File: src/pkg/ocl_map.svh
// Command codes, field positions, fuse defaults and timing for the fuse calibration link.
// Included by both ends; holds definitions only.
`ifndef OCL_MAP_SVH
`define OCL_MAP_SVH

`define OCL_CMD_CALIB 8'hF0
`define OCL_CMD_SHIFT 8'hF1
`define OCL_CMD_WAKE 8'h11
// Factory default select is 7'h77 in bits 7..1, the select value in bit 0.
`define OCL_CMD_SFD_HI 7'h77

`define OCL_CAL_FLAG_BIT 0
`define OCL_CAL_OPE_BIT 1
`define OCL_CAL_ROW_LSB 3
`define OCL_CAL_ROW_MSB 5

`define OCL_ROWS 7
`define OCL_COLS 16
`define OCL_SEAL_COL 0
`define OCL_SEAL_ROW 0
`define OCL_EFD_COL 14
`define OCL_EFD_ROW 0

// Unprogrammed cell values, one byte per column, column 15 leftmost, bit n is row n.
`define OCL_FUSE_DEFAULT 128'h3C2C132C013D1C3C070023191E233800

`define OCL_CLK_MHZ 10
`define OCL_REFRESH_TIME_US 1000

`endif

File: src/pkg/ocl_pkg.sv
// Types shared by the host end and the device end of the fuse calibration link.
// Assumes nothing of its surroundings.
package ocl_pkg;

  typedef logic [7:0] ocl_byte_t;

  typedef enum logic [1:0] {
    OCL_ST_IDLE = 2'b00,
    OCL_ST_PARAM = 2'b01,
    OCL_ST_SHIFT = 2'b10
  } ocl_state_t;

  typedef enum logic [2:0] {
    OCL_OP_RAW_CMD = 3'b000,
    OCL_OP_RAW_DATA = 3'b001,
    OCL_OP_CALIB = 3'b010,
    OCL_OP_WAKE = 3'b011,
    OCL_OP_SHIFT_CMD = 3'b100,
    OCL_OP_SHIFT_DATA = 3'b101,
    OCL_OP_SFD = 3'b110
  } ocl_op_t;

endpackage

File: src/pkg/ocl_if.sv
// Byte link between the host processor and the driver: one byte with its data/command level,
// and a valid/ready handshake. Both ends run on the same clock, supplied by the testbench.
`timescale 1ns/100ps
interface ocl_if;
  logic [7:0] byte_data;
  logic dc;
  logic valid;
  logic ready;

  modport host (
    output byte_data,
    output dc,
    output valid,
    input ready
  );

  modport dev (
    input byte_data,
    input dc,
    input valid,
    output ready
  );
endinterface

File: src/logic/ocl_device.sv
// Device end: decodes fuse calibration commands, holds the fuse matrix registers, runs the
// refresh from the non-volatile cells and drives the programming switch and burn pattern.
// Assumes the host end on the same clock and a fuse macro that reports its burned cells.
// Function
// - F0 then parameter bit 0 sets calibration mode.
// - Shifting and burning only inside calibration mode.
// - Parameter bits 5..3 select the row to burn.
// - Programming switch closed only while enable bit set.
// - Wake command 11 starts refresh outside calibration.
// - Refresh loads every register from its cell.
// - Refresh lasts 1 ms; commands keep running.
// - No refresh start while calibration flag set.
// - F1 starts shifting; data bits 6..0 used.
// - Data bytes shift until a command byte.
// - New byte into column 0, others move up.
// - Bit 7 of shift data is dropped.
// - EE/EF set factory default select from bit 0.
// - Burning inverts the default, only once.
// - Programmed seal cell blocks calibration entry.
// - Matrix of 7 rows, column-parallel byte loading.
// - Factory default fuse forces fuse configuration.
`timescale 1ns/100ps
`include "ocl_map.svh"
module ocl_device #(
  parameter int unsigned ROWS = `OCL_ROWS,
  parameter int unsigned COLS = `OCL_COLS,
  parameter int unsigned REFRESH_CYCLES = `OCL_REFRESH_TIME_US * `OCL_CLK_MHZ
) (
  input wire logic core_clk_in,
  input wire logic reset_in,
  ocl_if.dev link,
  input wire logic drain_hold_in,
  input wire logic [COLS*ROWS-1:0] fuse_burned_in,
  output logic calib_mode_flag_out,
  output logic prog_switch_enable_out,
  output logic [2:0] prog_row_addr_out,
  output logic [COLS-1:0] burn_mask_out,
  output logic factory_default_select_out,
  output logic use_fuse_config_out,
  output logic refresh_busy_out,
  output logic [COLS*ROWS-1:0] fuse_regs_out
);
  import ocl_pkg::*;

  localparam int unsigned RW = $clog2(REFRESH_CYCLES + 1);
  localparam logic [127:0] DEFAULTS = `OCL_FUSE_DEFAULT;

  // Non-volatile value of one column: the fixed default, inverted where the cell is burned.
  function automatic logic [ROWS-1:0] nv_col(input int unsigned c,
                                             input logic [COLS*ROWS-1:0] burned);
    logic [ROWS-1:0] v;
    v = DEFAULTS[c*8 +: ROWS] ^ burned[c*ROWS +: ROWS];
    return v;
  endfunction

  logic [COLS*ROWS-1:0] burned_s1_q;
  logic [COLS*ROWS-1:0] burned_s2_q;

  logic [8:0] buf_q [2];
  logic [1:0] cnt_q;
  logic [1:0] cnt_d;
  logic wr_ptr_q;
  logic rd_ptr_q;
  logic ready_q;
  logic wr;
  logic rd;
  logic rx_dc;
  logic [7:0] rx_byte;
  logic is_cmd;
  logic is_dat;

  ocl_state_t state_q;
  logic calib_q;
  logic ope_q;
  logic [2:0] row_q;
  logic switch_q;
  logic [COLS-1:0] burn_q;
  logic sfd_q;
  logic use_fuse_q;
  logic [RW-1:0] refresh_q;
  logic busy_q;
  logic refresh_done;
  logic refresh_start;
  logic seal;
  logic [ROWS-1:0] seal_col;
  logic efd;
  logic [ROWS-1:0] col_q [COLS];

  // The fuse macro is outside this clock's control, so its report is synchronised first.
  always_ff @(posedge core_clk_in) begin
    if (reset_in) begin
      burned_s1_q <= '0;
      burned_s2_q <= '0;
    end else begin
      burned_s1_q <= fuse_burned_in;
      burned_s2_q <= burned_s1_q;
    end
  end

  // Two-entry buffer: a held drain fills it, and ready drops only when both entries are full.
  assign wr = link.valid && ready_q;
  assign rd = (cnt_q != 2'd0) && !drain_hold_in;
  assign cnt_d = cnt_q + {1'b0, wr} - {1'b0, rd};
  assign rx_dc = buf_q[rd_ptr_q][8];
  assign rx_byte = buf_q[rd_ptr_q][7:0];
  assign is_cmd = rd && !rx_dc;
  assign is_dat = rd && rx_dc;

  always_ff @(posedge core_clk_in) begin
    if (reset_in) begin
      cnt_q <= 2'd0;
      wr_ptr_q <= 1'b0;
      rd_ptr_q <= 1'b0;
      ready_q <= 1'b1;
    end else begin
      cnt_q <= cnt_d;
      wr_ptr_q <= wr_ptr_q ^ wr;
      rd_ptr_q <= rd_ptr_q ^ rd;
      ready_q <= (cnt_d != 2'd2);
    end
  end

  always_ff @(posedge core_clk_in) begin
    if (reset_in) begin
      buf_q[0] <= 9'h000;
      buf_q[1] <= 9'h000;
    end else if (wr) begin
      buf_q[wr_ptr_q] <= {link.dc, link.byte_data};
    end
  end

  // A function result cannot be indexed directly, so the seal column is named first.
  assign seal_col = nv_col(`OCL_SEAL_COL, burned_s2_q);
  assign seal = seal_col[`OCL_SEAL_ROW];
  assign efd = col_q[`OCL_EFD_COL][`OCL_EFD_ROW];

  // Command decoding. Any command byte ends a parameter wait or a shift run.
  always_ff @(posedge core_clk_in) begin
    if (reset_in) begin
      state_q <= OCL_ST_IDLE;
    end else if (is_cmd) begin
      if (rx_byte == `OCL_CMD_CALIB) begin
        state_q <= OCL_ST_PARAM;
      end else if (rx_byte == `OCL_CMD_SHIFT && calib_q) begin
        state_q <= OCL_ST_SHIFT;
      end else begin
        state_q <= OCL_ST_IDLE;
      end
    end else if (is_dat) begin
      unique case (state_q)
        OCL_ST_IDLE: state_q <= OCL_ST_IDLE;
        OCL_ST_PARAM: state_q <= OCL_ST_IDLE;
        OCL_ST_SHIFT: state_q <= calib_q ? OCL_ST_SHIFT : OCL_ST_IDLE;
        default: state_q <= OCL_ST_IDLE;
      endcase
    end
  end

  always_ff @(posedge core_clk_in) begin
    if (reset_in) begin
      calib_q <= 1'b0;
      ope_q <= 1'b0;
      row_q <= 3'd0;
    end else if (is_dat && state_q == OCL_ST_PARAM) begin
      // Leaving is always allowed; entry is refused once the seal cell is burned.
      calib_q <= rx_byte[`OCL_CAL_FLAG_BIT] && !seal;
      ope_q <= rx_byte[`OCL_CAL_OPE_BIT];
      row_q <= rx_byte[`OCL_CAL_ROW_MSB:`OCL_CAL_ROW_LSB];
    end
  end

  // The switch and burn pattern lag the parameter byte by one cycle; rows past the last read 0.
  always_ff @(posedge core_clk_in) begin
    if (reset_in) begin
      switch_q <= 1'b0;
      burn_q <= '0;
    end else begin
      switch_q <= calib_q && ope_q;
      for (int unsigned c = 0; c < COLS; c++) begin
        burn_q[c] <= calib_q && ope_q && (32'(row_q) < ROWS) && col_q[c][row_q];
      end
    end
  end

  always_ff @(posedge core_clk_in) begin
    if (reset_in) begin
      sfd_q <= 1'b0;
    end else if (is_cmd && rx_byte[7:1] == `OCL_CMD_SFD_HI) begin
      sfd_q <= rx_byte[0];
    end
  end

  always_ff @(posedge core_clk_in) begin
    if (reset_in) begin
      use_fuse_q <= 1'b0;
    end else begin
      use_fuse_q <= efd || sfd_q;
    end
  end

  // A refresh also runs after reset. It only counts down, so commands are never stalled by it.
  assign refresh_start = is_cmd && rx_byte == `OCL_CMD_WAKE && !calib_q;
  assign refresh_done = (refresh_q == RW'(1));

  always_ff @(posedge core_clk_in) begin
    if (reset_in) begin
      refresh_q <= RW'(REFRESH_CYCLES);
      busy_q <= 1'b1;
    end else if (refresh_start) begin
      refresh_q <= RW'(REFRESH_CYCLES);
      busy_q <= 1'b1;
    end else if (refresh_q != RW'(0)) begin
      refresh_q <= refresh_q - RW'(1);
      busy_q <= !refresh_done;
    end
  end

  // Column registers: the refresh load takes the place of a shift landing in the same cycle.
  always_ff @(posedge core_clk_in) begin
    if (reset_in) begin
      for (int unsigned c = 0; c < COLS; c++) begin
        col_q[c] <= DEFAULTS[c*8 +: ROWS];
      end
    end else if (refresh_done && !refresh_start) begin
      for (int unsigned c = 0; c < COLS; c++) begin
        col_q[c] <= nv_col(c, burned_s2_q);
      end
    end else if (is_dat && state_q == OCL_ST_SHIFT && calib_q) begin
      col_q[0] <= rx_byte[ROWS-1:0];
      for (int unsigned c = 1; c < COLS; c++) begin
        col_q[c] <= col_q[c-1];
      end
    end
  end

  for (genvar g = 0; g < COLS; g++) begin : g_regs
    assign fuse_regs_out[g*ROWS +: ROWS] = col_q[g];
  end

  assign link.ready = ready_q;
  assign calib_mode_flag_out = calib_q;
  assign prog_switch_enable_out = switch_q;
  assign prog_row_addr_out = row_q;
  assign burn_mask_out = burn_q;
  assign factory_default_select_out = sfd_q;
  assign use_fuse_config_out = use_fuse_q;
  assign refresh_busy_out = busy_q;
endmodule

File: src/flat_wrapper.sv
// flat-port wrapper written by rule: the top's interface ports become plain ports
module ocl_device_flat import ocl_pkg::*;
#(
  parameter int unsigned ROWS = `OCL_ROWS,
  parameter int unsigned COLS = `OCL_COLS,
  parameter int unsigned REFRESH_CYCLES = `OCL_REFRESH_TIME_US * `OCL_CLK_MHZ
)
  (core_clk_in, reset_in, drain_hold_in, fuse_burned_in, calib_mode_flag_out, prog_switch_enable_out, prog_row_addr_out, burn_mask_out, factory_default_select_out, use_fuse_config_out, refresh_busy_out, fuse_regs_out, link_byte_data, link_dc, link_valid, link_ready);
  ocl_if link_i ();
  input wire logic core_clk_in;
  input wire logic reset_in;
  input wire logic drain_hold_in;
  input wire logic [COLS*ROWS-1:0] fuse_burned_in;
  output logic calib_mode_flag_out;
  output logic prog_switch_enable_out;
  output logic [2:0] prog_row_addr_out;
  output logic [COLS-1:0] burn_mask_out;
  output logic factory_default_select_out;
  output logic use_fuse_config_out;
  output logic refresh_busy_out;
  output logic [COLS*ROWS-1:0] fuse_regs_out;
  input wire logic [$bits(link_i.byte_data)-1:0] link_byte_data;
  input wire logic [$bits(link_i.dc)-1:0] link_dc;
  input wire logic [$bits(link_i.valid)-1:0] link_valid;
  output wire logic [$bits(link_i.ready)-1:0] link_ready;
  assign link_i.byte_data = link_byte_data;
  assign link_i.dc = link_dc;
  assign link_i.valid = link_valid;
  assign link_ready = link_i.ready;
  ocl_device #(.ROWS(ROWS), .COLS(COLS), .REFRESH_CYCLES(REFRESH_CYCLES)) u_core (.core_clk_in(core_clk_in), .reset_in(reset_in), .link(link_i), .drain_hold_in(drain_hold_in), .fuse_burned_in(fuse_burned_in), .calib_mode_flag_out(calib_mode_flag_out), .prog_switch_enable_out(prog_switch_enable_out), .prog_row_addr_out(prog_row_addr_out), .burn_mask_out(burn_mask_out), .factory_default_select_out(factory_default_select_out), .use_fuse_config_out(use_fuse_config_out), .refresh_busy_out(refresh_busy_out), .fuse_regs_out(fuse_regs_out));
endmodule
File: config.mk
export PLATFORM = sky130hd
export DESIGN_NAME = ocl_device_flat
export DESIGN_NICKNAME = d
export VERILOG_FILES = /design/src/pkg/ocl_pkg.sv /design/src/pkg/ocl_if.sv /design/src/logic/ocl_device.sv /design/src/flat_wrapper.sv
export VERILOG_INCLUDE_DIRS = /design/src /design/src/pkg
export SDC_FILE = /design/constraint.sdc
export NUM_CORES = 1
export LEC_CHECK = 0
export ABC_AREA = 1
export BUFFER_PORTS_ARGS = -buffer_cell sky130_fd_sc_hd__buf_4
export CAP_MARGIN = 10
export CORE_ASPECT_RATIO = 1.4
export CORE_MARGIN = 8
export CORE_UTILIZATION = 25
export DETAILED_ROUTE_END_ITERATION = 7
export SYNTH_ARGS = -nofsm -noshare
export SYNTH_HDL_FRONTEND = slang
export SYNTH_SLANG_ARGS = --single-unit
File: constraint.sdc
create_clock -name core_clk_in -period 3.2 [get_ports core_clk_in]
set_input_delay 0.32 -clock core_clk_in [delete_from_list [all_inputs] [get_ports core_clk_in]]
set_output_delay 0.32 -clock core_clk_in [all_outputs]
set_load 0.005 [all_outputs]
# Yosys cells after proc, flatten, opt, wreduce, memory -nomap -nowiden
# Memories as Yosys holds them, arrays and structs flattened. A register that Yosys moved wholly into a read port is not among the register bits.
# Index checks and enable logic that the tools add are counted.
[op_classes]
n_addsub = 3
multipliers = 0
div_mod_pow = 0
shift = 0
muxes = 86
reduce_logical = 43
eq_ne = 8
bitwise_logic = 48
order_cmp = 2
[op_table]
columns = ["operator", "n"]
rows = [
  ["2-to-1 mux 7 bit", 32],
  ["binary-select mux 1 bit (select 3 bit)", 16],
  ["OR 1 bit", 32],
  ["logical AND 1 bit", 31],
  ["2-to-1 mux 1 bit", 31],
  ["NOT 3 bit", 9],
  ["== test 8 bit (second input constant)", 2],
  ["== test 14 x 1 -> 1 bit (second input constant)", 1],
  ["nonzero test 14 bit", 1],
  ["subtractor 14 x 1 -> 14 bit (second input constant)", 1],
  ["2-to-1 mux 2 bit", 6],
  ["NOT 4 bit", 3],
  ["2-to-1 mux 9 bit", 1],
  ["OR reduction 9 bit", 1],
  ["== test 8 x 5 -> 1 bit (second input constant)", 1],
  ["== test 7 bit (second input constant)", 1],
  ["logical NOT 1 bit", 6],
  ["NOT 5 bit", 1],
  ["less-than comparator 3 x 4 -> 1 bit (second input constant)", 1],
  ["nonzero test 2 bit", 2],
  ["less-than comparator 3 bit (second input constant)", 1],
  ["adder 2 x 1 -> 2 bit", 1],
  ["== test 2 x 1 -> 1 bit (second input constant)", 1],
  ["== test 2 bit (second input constant)", 1],
  ["6 further kinds", 7],
]
[totals]
rom_bits = 0
in_bits = 125
mem_count = 2
latch_bits = 0
output_inout_bits = 137
word_cells = 208
ramBits = 130
ff_bits = 270
[memory_table]
columns = ["memory", "depth", "word_bits", "read_ports", "rd_clocked_by_memory_dff", "wr", "line", "source"]
rows = [
  ["u_core.col_q", 16, 7, 16, 0, 16, "ocl_device.sv:87", "logic [ROWS-1:0] col_q [COLS];"],
  ["u_core.buf_q", 2, 9, 1, 1, 2, "ocl_device.sv:59", "logic [8:0] buf_q [2];"],
]

# Depth between registers and ports, before layout
[depth]
word_depth = 12
mapped_depth = 11
mapped_depth_nobuf = 10

# Worst setup path before layout
# OpenSTA, ideal clock, no wires.
[synth_path]
kind = "flip-flop to flip-flop"
from = "reg u_core.state_q[1]"
to = "mem u_core.col_q[0][0] (netlist bit), enable pin"
path_buffers = 1
synth_period_minus_slack_ns = 2.833
required_time_ns = 2.785
t_arrival_ns = 2.418
path_slack_ns = 0.367
stages_incl_launch_ff = 9
setup_time_ns = 0.415
path_cell_list = "dfxtp_1 > inv_1 > or2_2 > nor2_4 > nand3_4 > nand2_4 > inv_2 > buf_4 > nand2_1"
[synth_rtl]
columns = ["element", "line", "source"]
rows = [
  ["start, declared", "ocl_device.sv:72", "ocl_state_t state_q;"],
  ["start signal, assigned", "ocl_device.sv:153", "OCL_ST_SHIFT: state_q <= calib_q ? OCL_ST_SHIFT : OCL_ST_IDLE;"],
  ["end, declared", "ocl_device.sv:87", ""],
]

==> impl_results.html <==
<table>
<tr><th>Metric</th><th>Value</th></tr>
<tr><th colspan="2">Critical path</th></tr>
<tr><td>Worst EP arrival</td><td>3110 ps</td></tr>
<tr><td>Max Fanout on Critical Path</td><td>52</td></tr>
<tr><td>Type of element launching the critical path</td><td>register</td></tr>
<tr><td>Max incr delay on CP</td><td>~620 ps</td></tr>
<tr><td>Critical path's most frequent cell</td><td>sky130_fd_sc_hd__nand2_2</td></tr>
<tr><td>Crit path buffers/inverters</td><td>2</td></tr>
<tr><td>Crit. End Element</td><td>register</td></tr>
<tr><td>Slowest stage cell on the critical path</td><td>sky130_fd_sc_hd__dfxtp_1</td></tr>
<tr><td>Type of the worst setup path</td><td>register to register</td></tr>
<tr><td>CP delay by family, top</td><td>simple AND/OR/NAND/NOR gates</td></tr>
<tr><td>Cell-by-cell trace of the critical path</td><td>nand2_1 &gt; o21ai_2 &gt; nand2_2 &gt; nor2_4 &gt; nand3_4 &gt; nand2_4 &gt; inv_2 &gt; nand2_2 &gt; buf_4</td></tr>
<tr><td>CP Data Required Time</td><td>3390 ps</td></tr>
<tr><th colspan="2">Routing</th></tr>
<tr><td>Final routed wire length divided by cell count</td><td>between 15 and 20 µm</td></tr>
<tr><td>Met2 wire length</td><td>about 23000 µm</td></tr>
<tr><td>Total via count after detailed routing</td><td>~12000</td></tr>
<tr><td>Metal3 WL</td><td>3880 µm</td></tr>
<tr><td>Final WL</td><td>between 40000 and 50000 µm</td></tr>
<tr><td>Detailed-route DRC error count</td><td>0</td></tr>
<tr><td>Highest routing layer actually used</td><td>met4</td></tr>
<tr><td>ANT nets after route</td><td>0</td></tr>
<tr><td>Post-Route M1 WL</td><td>19100 µm</td></tr>
<tr><td>Number of iterations in the first detailed-routing pass</td><td>5</td></tr>
<tr><td>Vias per cell</td><td>between 4 and 5</td></tr>
<tr><td>Drt first-iter violations</td><td>973</td></tr>
<tr><th colspan="2">Run status</th></tr>
<tr><td>Outcome</td><td>finished clean</td></tr>
<tr><th colspan="2">Timing</th></tr>
<tr><td>Peak clock frequency supported by timing</td><td>about 0.34 GHz</td></tr>
<tr><td>Unrepaired setup endpoints after global routing</td><td>no</td></tr>
<tr><td>Final period util</td><td>91.2%</td></tr>
<tr><td>Setup total negative slack</td><td>0 ps</td></tr>
<tr><td>Worst slew margin relative to its limit</td><td>29.3%</td></tr>
<tr><td>Transition time at the pin with the least slew margin</td><td>~1100 ps</td></tr>
<tr><td>Setup Skew</td><td>17.9 ps</td></tr>
<tr><td>Hold Worst Slack</td><td>roughly 29 ps</td></tr>
<tr><td>Number of slew-limit violations in the final report</td><td>0</td></tr>
<tr><td>Final number of hold-violating endpoints</td><td>0</td></tr>
<tr><td>Finish-stage setup viols</td><td>0</td></tr>
<tr><td>Post-layout minimum cycle time</td><td>2920 ps</td></tr>
<tr><th colspan="2">Floorplan</th></tr>
<tr><td>Number of placement rows</td><td>107</td></tr>
<tr><td>Die ar.</td><td>69800 µm²</td></tr>
<tr><td>Die Height</td><td>309 µm</td></tr>
<tr><td>Effective utilization at floorplan</td><td>25.3%</td></tr>
<tr><td>I/O pin cnt</td><td>between 200 and 300</td></tr>
<tr><td>Standard cell core area</td><td>60800 µm²</td></tr>
<tr><td>Width of the die</td><td>226 µm</td></tr>
<tr><th colspan="2">Synth</th></tr>
<tr><td>Top-count cell post-synth</td><td>sky130_fd_sc_hd__nor2_1</td></tr>
<tr><td>EDFF count, synth</td><td>130</td></tr>
<tr><td>Primary FF master, synth</td><td>sky130_fd_sc_hd__dfxtp_1</td></tr>
<tr><td>Synthesized instance count</td><td>1765</td></tr>
<tr><td>Cell area after synthesis</td><td>15400 µm²</td></tr>
<tr><td>Async set or reset register ratio after synthesis</td><td>0%</td></tr>
<tr><td>Total nets after synthesis</td><td>between 1500 and 2000</td></tr>
<tr><td>Seq/Total Area, Yosys</td><td>60.6%</td></tr>
<tr><td>Cell taking the most area after synthesis</td><td>sky130_fd_sc_hd__dfxtp_1</td></tr>
<tr><td>Share of Yosys cell area claimed by the top area cell type</td><td>35.2%</td></tr>
<tr><td>Synthesis warning total</td><td>0</td></tr>
<tr><td>Most area-consuming cells after synthesis</td><td>sky130_fd_sc_hd__dfxtp_1 35%, sky130_fd_sc_hd__edfxtp_1 25%, sky130_fd_sc_hd__nor2_1 9.0%</td></tr>
<tr><td>Synth cell types</td><td>37</td></tr>
<tr><td>Synth top cells by count</td><td>367 x sky130_fd_sc_hd__nor2_1, 365 x sky130_fd_sc_hd__inv_1, 270 x sky130_fd_sc_hd__dfxtp_1</td></tr>
<tr><td>#FFs+latches synth</td><td>400</td></tr>
<tr><td>Post-Synthesis Mean Instance Area</td><td>8.71 µm²</td></tr>
<tr><th colspan="2">Placement</th></tr>
<tr><td>Detail Placement HPWL</td><td>34700 µm</td></tr>
<tr><td>Total of buffers placed on input and output ports</td><td>about 260</td></tr>
<tr><td>Last weighted congestion value of the routability-driven placer</td><td>0.876</td></tr>
<tr><th colspan="2">Clock network</th></tr>
<tr><td>Clock tree from TritonCTS</td><td>built</td></tr>
<tr><td>Post-CTS setup buffer count</td><td>0</td></tr>
<tr><td>Clk pin slew, worst setup/hold paths</td><td>about 60 ps</td></tr>
<tr><td>CTS-repair resized insts</td><td>0</td></tr>
<tr><td>Worst skew pair latency</td><td>between 500 and 600 ps</td></tr>
<tr><td>Maximum number of buffers from clock root to sink</td><td>3</td></tr>
<tr><td>Clock sink count</td><td>400</td></tr>
<tr><td>CTS root buf</td><td>sky130_fd_sc_hd__clkbuf_16</td></tr>
<tr><td>Number of buffers added by the clock tree synthesis step</td><td>41</td></tr>
<tr><td>Number of H-tree branching levels</td><td>2</td></tr>
<tr><th colspan="2">Global route</th></tr>
<tr><td>Pin count of the biggest net entering global routing</td><td>between 100 and 150</td></tr>
<tr><td>Total gr overflow</td><td>0</td></tr>
<tr><td>Global-route wire length before repair</td><td>72600 µm</td></tr>
<tr><td>Total GRT Usage</td><td>a little over an eighth</td></tr>
<tr><td>Antenna violations before repair</td><td>2</td></tr>
<tr><td>Number of global-route vias before repair</td><td>12500</td></tr>
<tr><th colspan="2">Power and ir drop</th></tr>
<tr><td>Peak ir drop on the vdd network</td><td>0.266 mV</td></tr>
<tr><td>Pwr/cell area</td><td>558 nW/µm²</td></tr>
<tr><td>Leakage power total</td><td>between 9 and 10 nW</td></tr>
<tr><th colspan="2">Layout</th></tr>
<tr><td>End-of-flow core utilization</td><td>33.7%</td></tr>
<tr><td>Ratio of cells with drive above 1 in the final layout</td><td>18.6%</td></tr>
<tr><td>Layout fillers</td><td>6320</td></tr>
<tr><td>Total number of nets in the final design</td><td>2239</td></tr>
<tr><td>Area Growth Syn to Fin</td><td>33.5%</td></tr>
<tr><th colspan="2">Job</th></tr>
<tr><td>Max-cap violations</td><td>0</td></tr>
<tr><th colspan="2">Min path</th></tr>
<tr><td>Hold/Removal Path Class</td><td>input pin to register</td></tr>
</table>
-- power breakdown --
| part | internal [W] | total [W] | switching (W) |
|---|---|---|---|
| Sequential | 0.00548 | 0.00561 | 0.000132 |
| Clock | 0.00282 | 0.00485 | 0.00203 |
| Combinational | 0.000426 | 0.000979 | 0.000553 |
| Total | 0.00872 | 0.0114 | 0.00272 |
-- worst register-to-register path, cell delays in order, from the launching register on --
cell	delay [ps]
sky130_fd_sc_hd__dfxtp_1	620
sky130_fd_sc_hd__nand2_1	130
sky130_fd_sc_hd__o21ai_2	110
sky130_fd_sc_hd__nand2_2	80
sky130_fd_sc_hd__nor2_4	150
sky130_fd_sc_hd__nand3_4	130
sky130_fd_sc_hd__nand2_4	220
sky130_fd_sc_hd__inv_2	250
sky130_fd_sc_hd__nand2_2	200
sky130_fd_sc_hd__buf_4	580
-- sequential cells by signal (all words and copies together) (netlist names), 2 cells and up --
name / cells
u_core.cnt_q: 2
u_core.state_q: 2
u_core.refresh_q: 14
u_core.col_q: 112
u_core.burned_s1_q: 112
u_core.prog_row_addr_out: 3
u_core.buf_q: 18
u_core.burn_mask_out: 16
u_core.burned_s2_q: 112
-- area by class of cell --
| cell class | instances | area, µm² | area share, % |
|---|---|---|---|
| Antenna cell | 2 | 5.00 | 0.0244 |
| Clock buffer | 61 | 1250 | 6.08 |
| Clock inverter | 15 | 140 | 0.683 |
| Inverter | 371 | 1390 | 6.79 |
| Multi-Input combinational cell | 908 | 4190 | 20.4 |
| Sequential cell | 400 | 9310 | 45.4 |
| Tap cell | 817 | 1020 | 4.98 |
| Timing Repair Buffer | 387 | 3200 | 15.6 |
-- timing repair --
| action | CTS | global route |
|---|---|---|
| setup endpoints to repair | 0 | 0 |
| hold buffers | 107 | 0 |
| hold endpoints to repair | 107 | 0 |
-- layout by cell type (no fill, tap or decap), drive strengths merged --
cell         netlist  layout
inv              369     376
nor2             375     375
buf               42     279
dfxtp            270     270
nand2            250     250
edfxtp           130     130
dlygate4sd3        0     107
o21ai             96      96
nand4             75      75
clkbuf            44      62
a21oi             38      38
nand3             27      27
o221ai             9       9
clkinv             2       8
xor2               7       7
a31oi              7       7
nor3               6       6
o211ai             5       5
ha                 5       5
xnor2              3       3
diode              0       2
or2                2       2
nand3b             2       2
o21a               1       1
clkinvlp           0       1
bufinv             0       1
-- stage by stage --
stage                     power, W  cell area [µm²]  worst slack, ps  std cells
final                       0.0114            20500              283       2961
after floorplan            0.00622            15400              367       1765
after detailed placement   0.00660            18000              302       2776
after global routing        0.0119            20500             36.4       2960
after global placement     0.00658            18000              346       2776
after CTS                   0.0116            20500              272       2959
-- path summary, 6_finish.rpt --
kind	cells past startpoint	from	slack [ps]	endpoint
setup / recovery	9	u_core.rd_ptr_q	280	u_core.col_q[1][51]
hold / removal	3	fuse_burned_in[50]	30	u_core.burned_s1_q[50]
setup reg to reg	9	u_core.rd_ptr_q	280	u_core.col_q[1][51]
hold reg to reg	2	u_core.burned_s1_q[51]	390	u_core.burned_s2_q[51]
-- cell families after synthesis --
group                    share of synthesized area [%]
AND/OR/NAND/NOR                                   20.7
buffers and inverters                             12.2
flip-flops                                        60.6
AO/OA/AOI/OAI                                     5.48
XOR/XNOR                                         0.570
adder cells (fa/ha/maj)                          0.407
-- metal layers --
layer / vias to the layer above / global-route usage [%]
li1: 6090 / -
met1: 5634 / 15.8
met2: 478 / 22.4
met3: 133 / 3.55
met4: 0 / 6.71
met5: - / 0
Note: power is estimated with default switching activity, not from simulation.
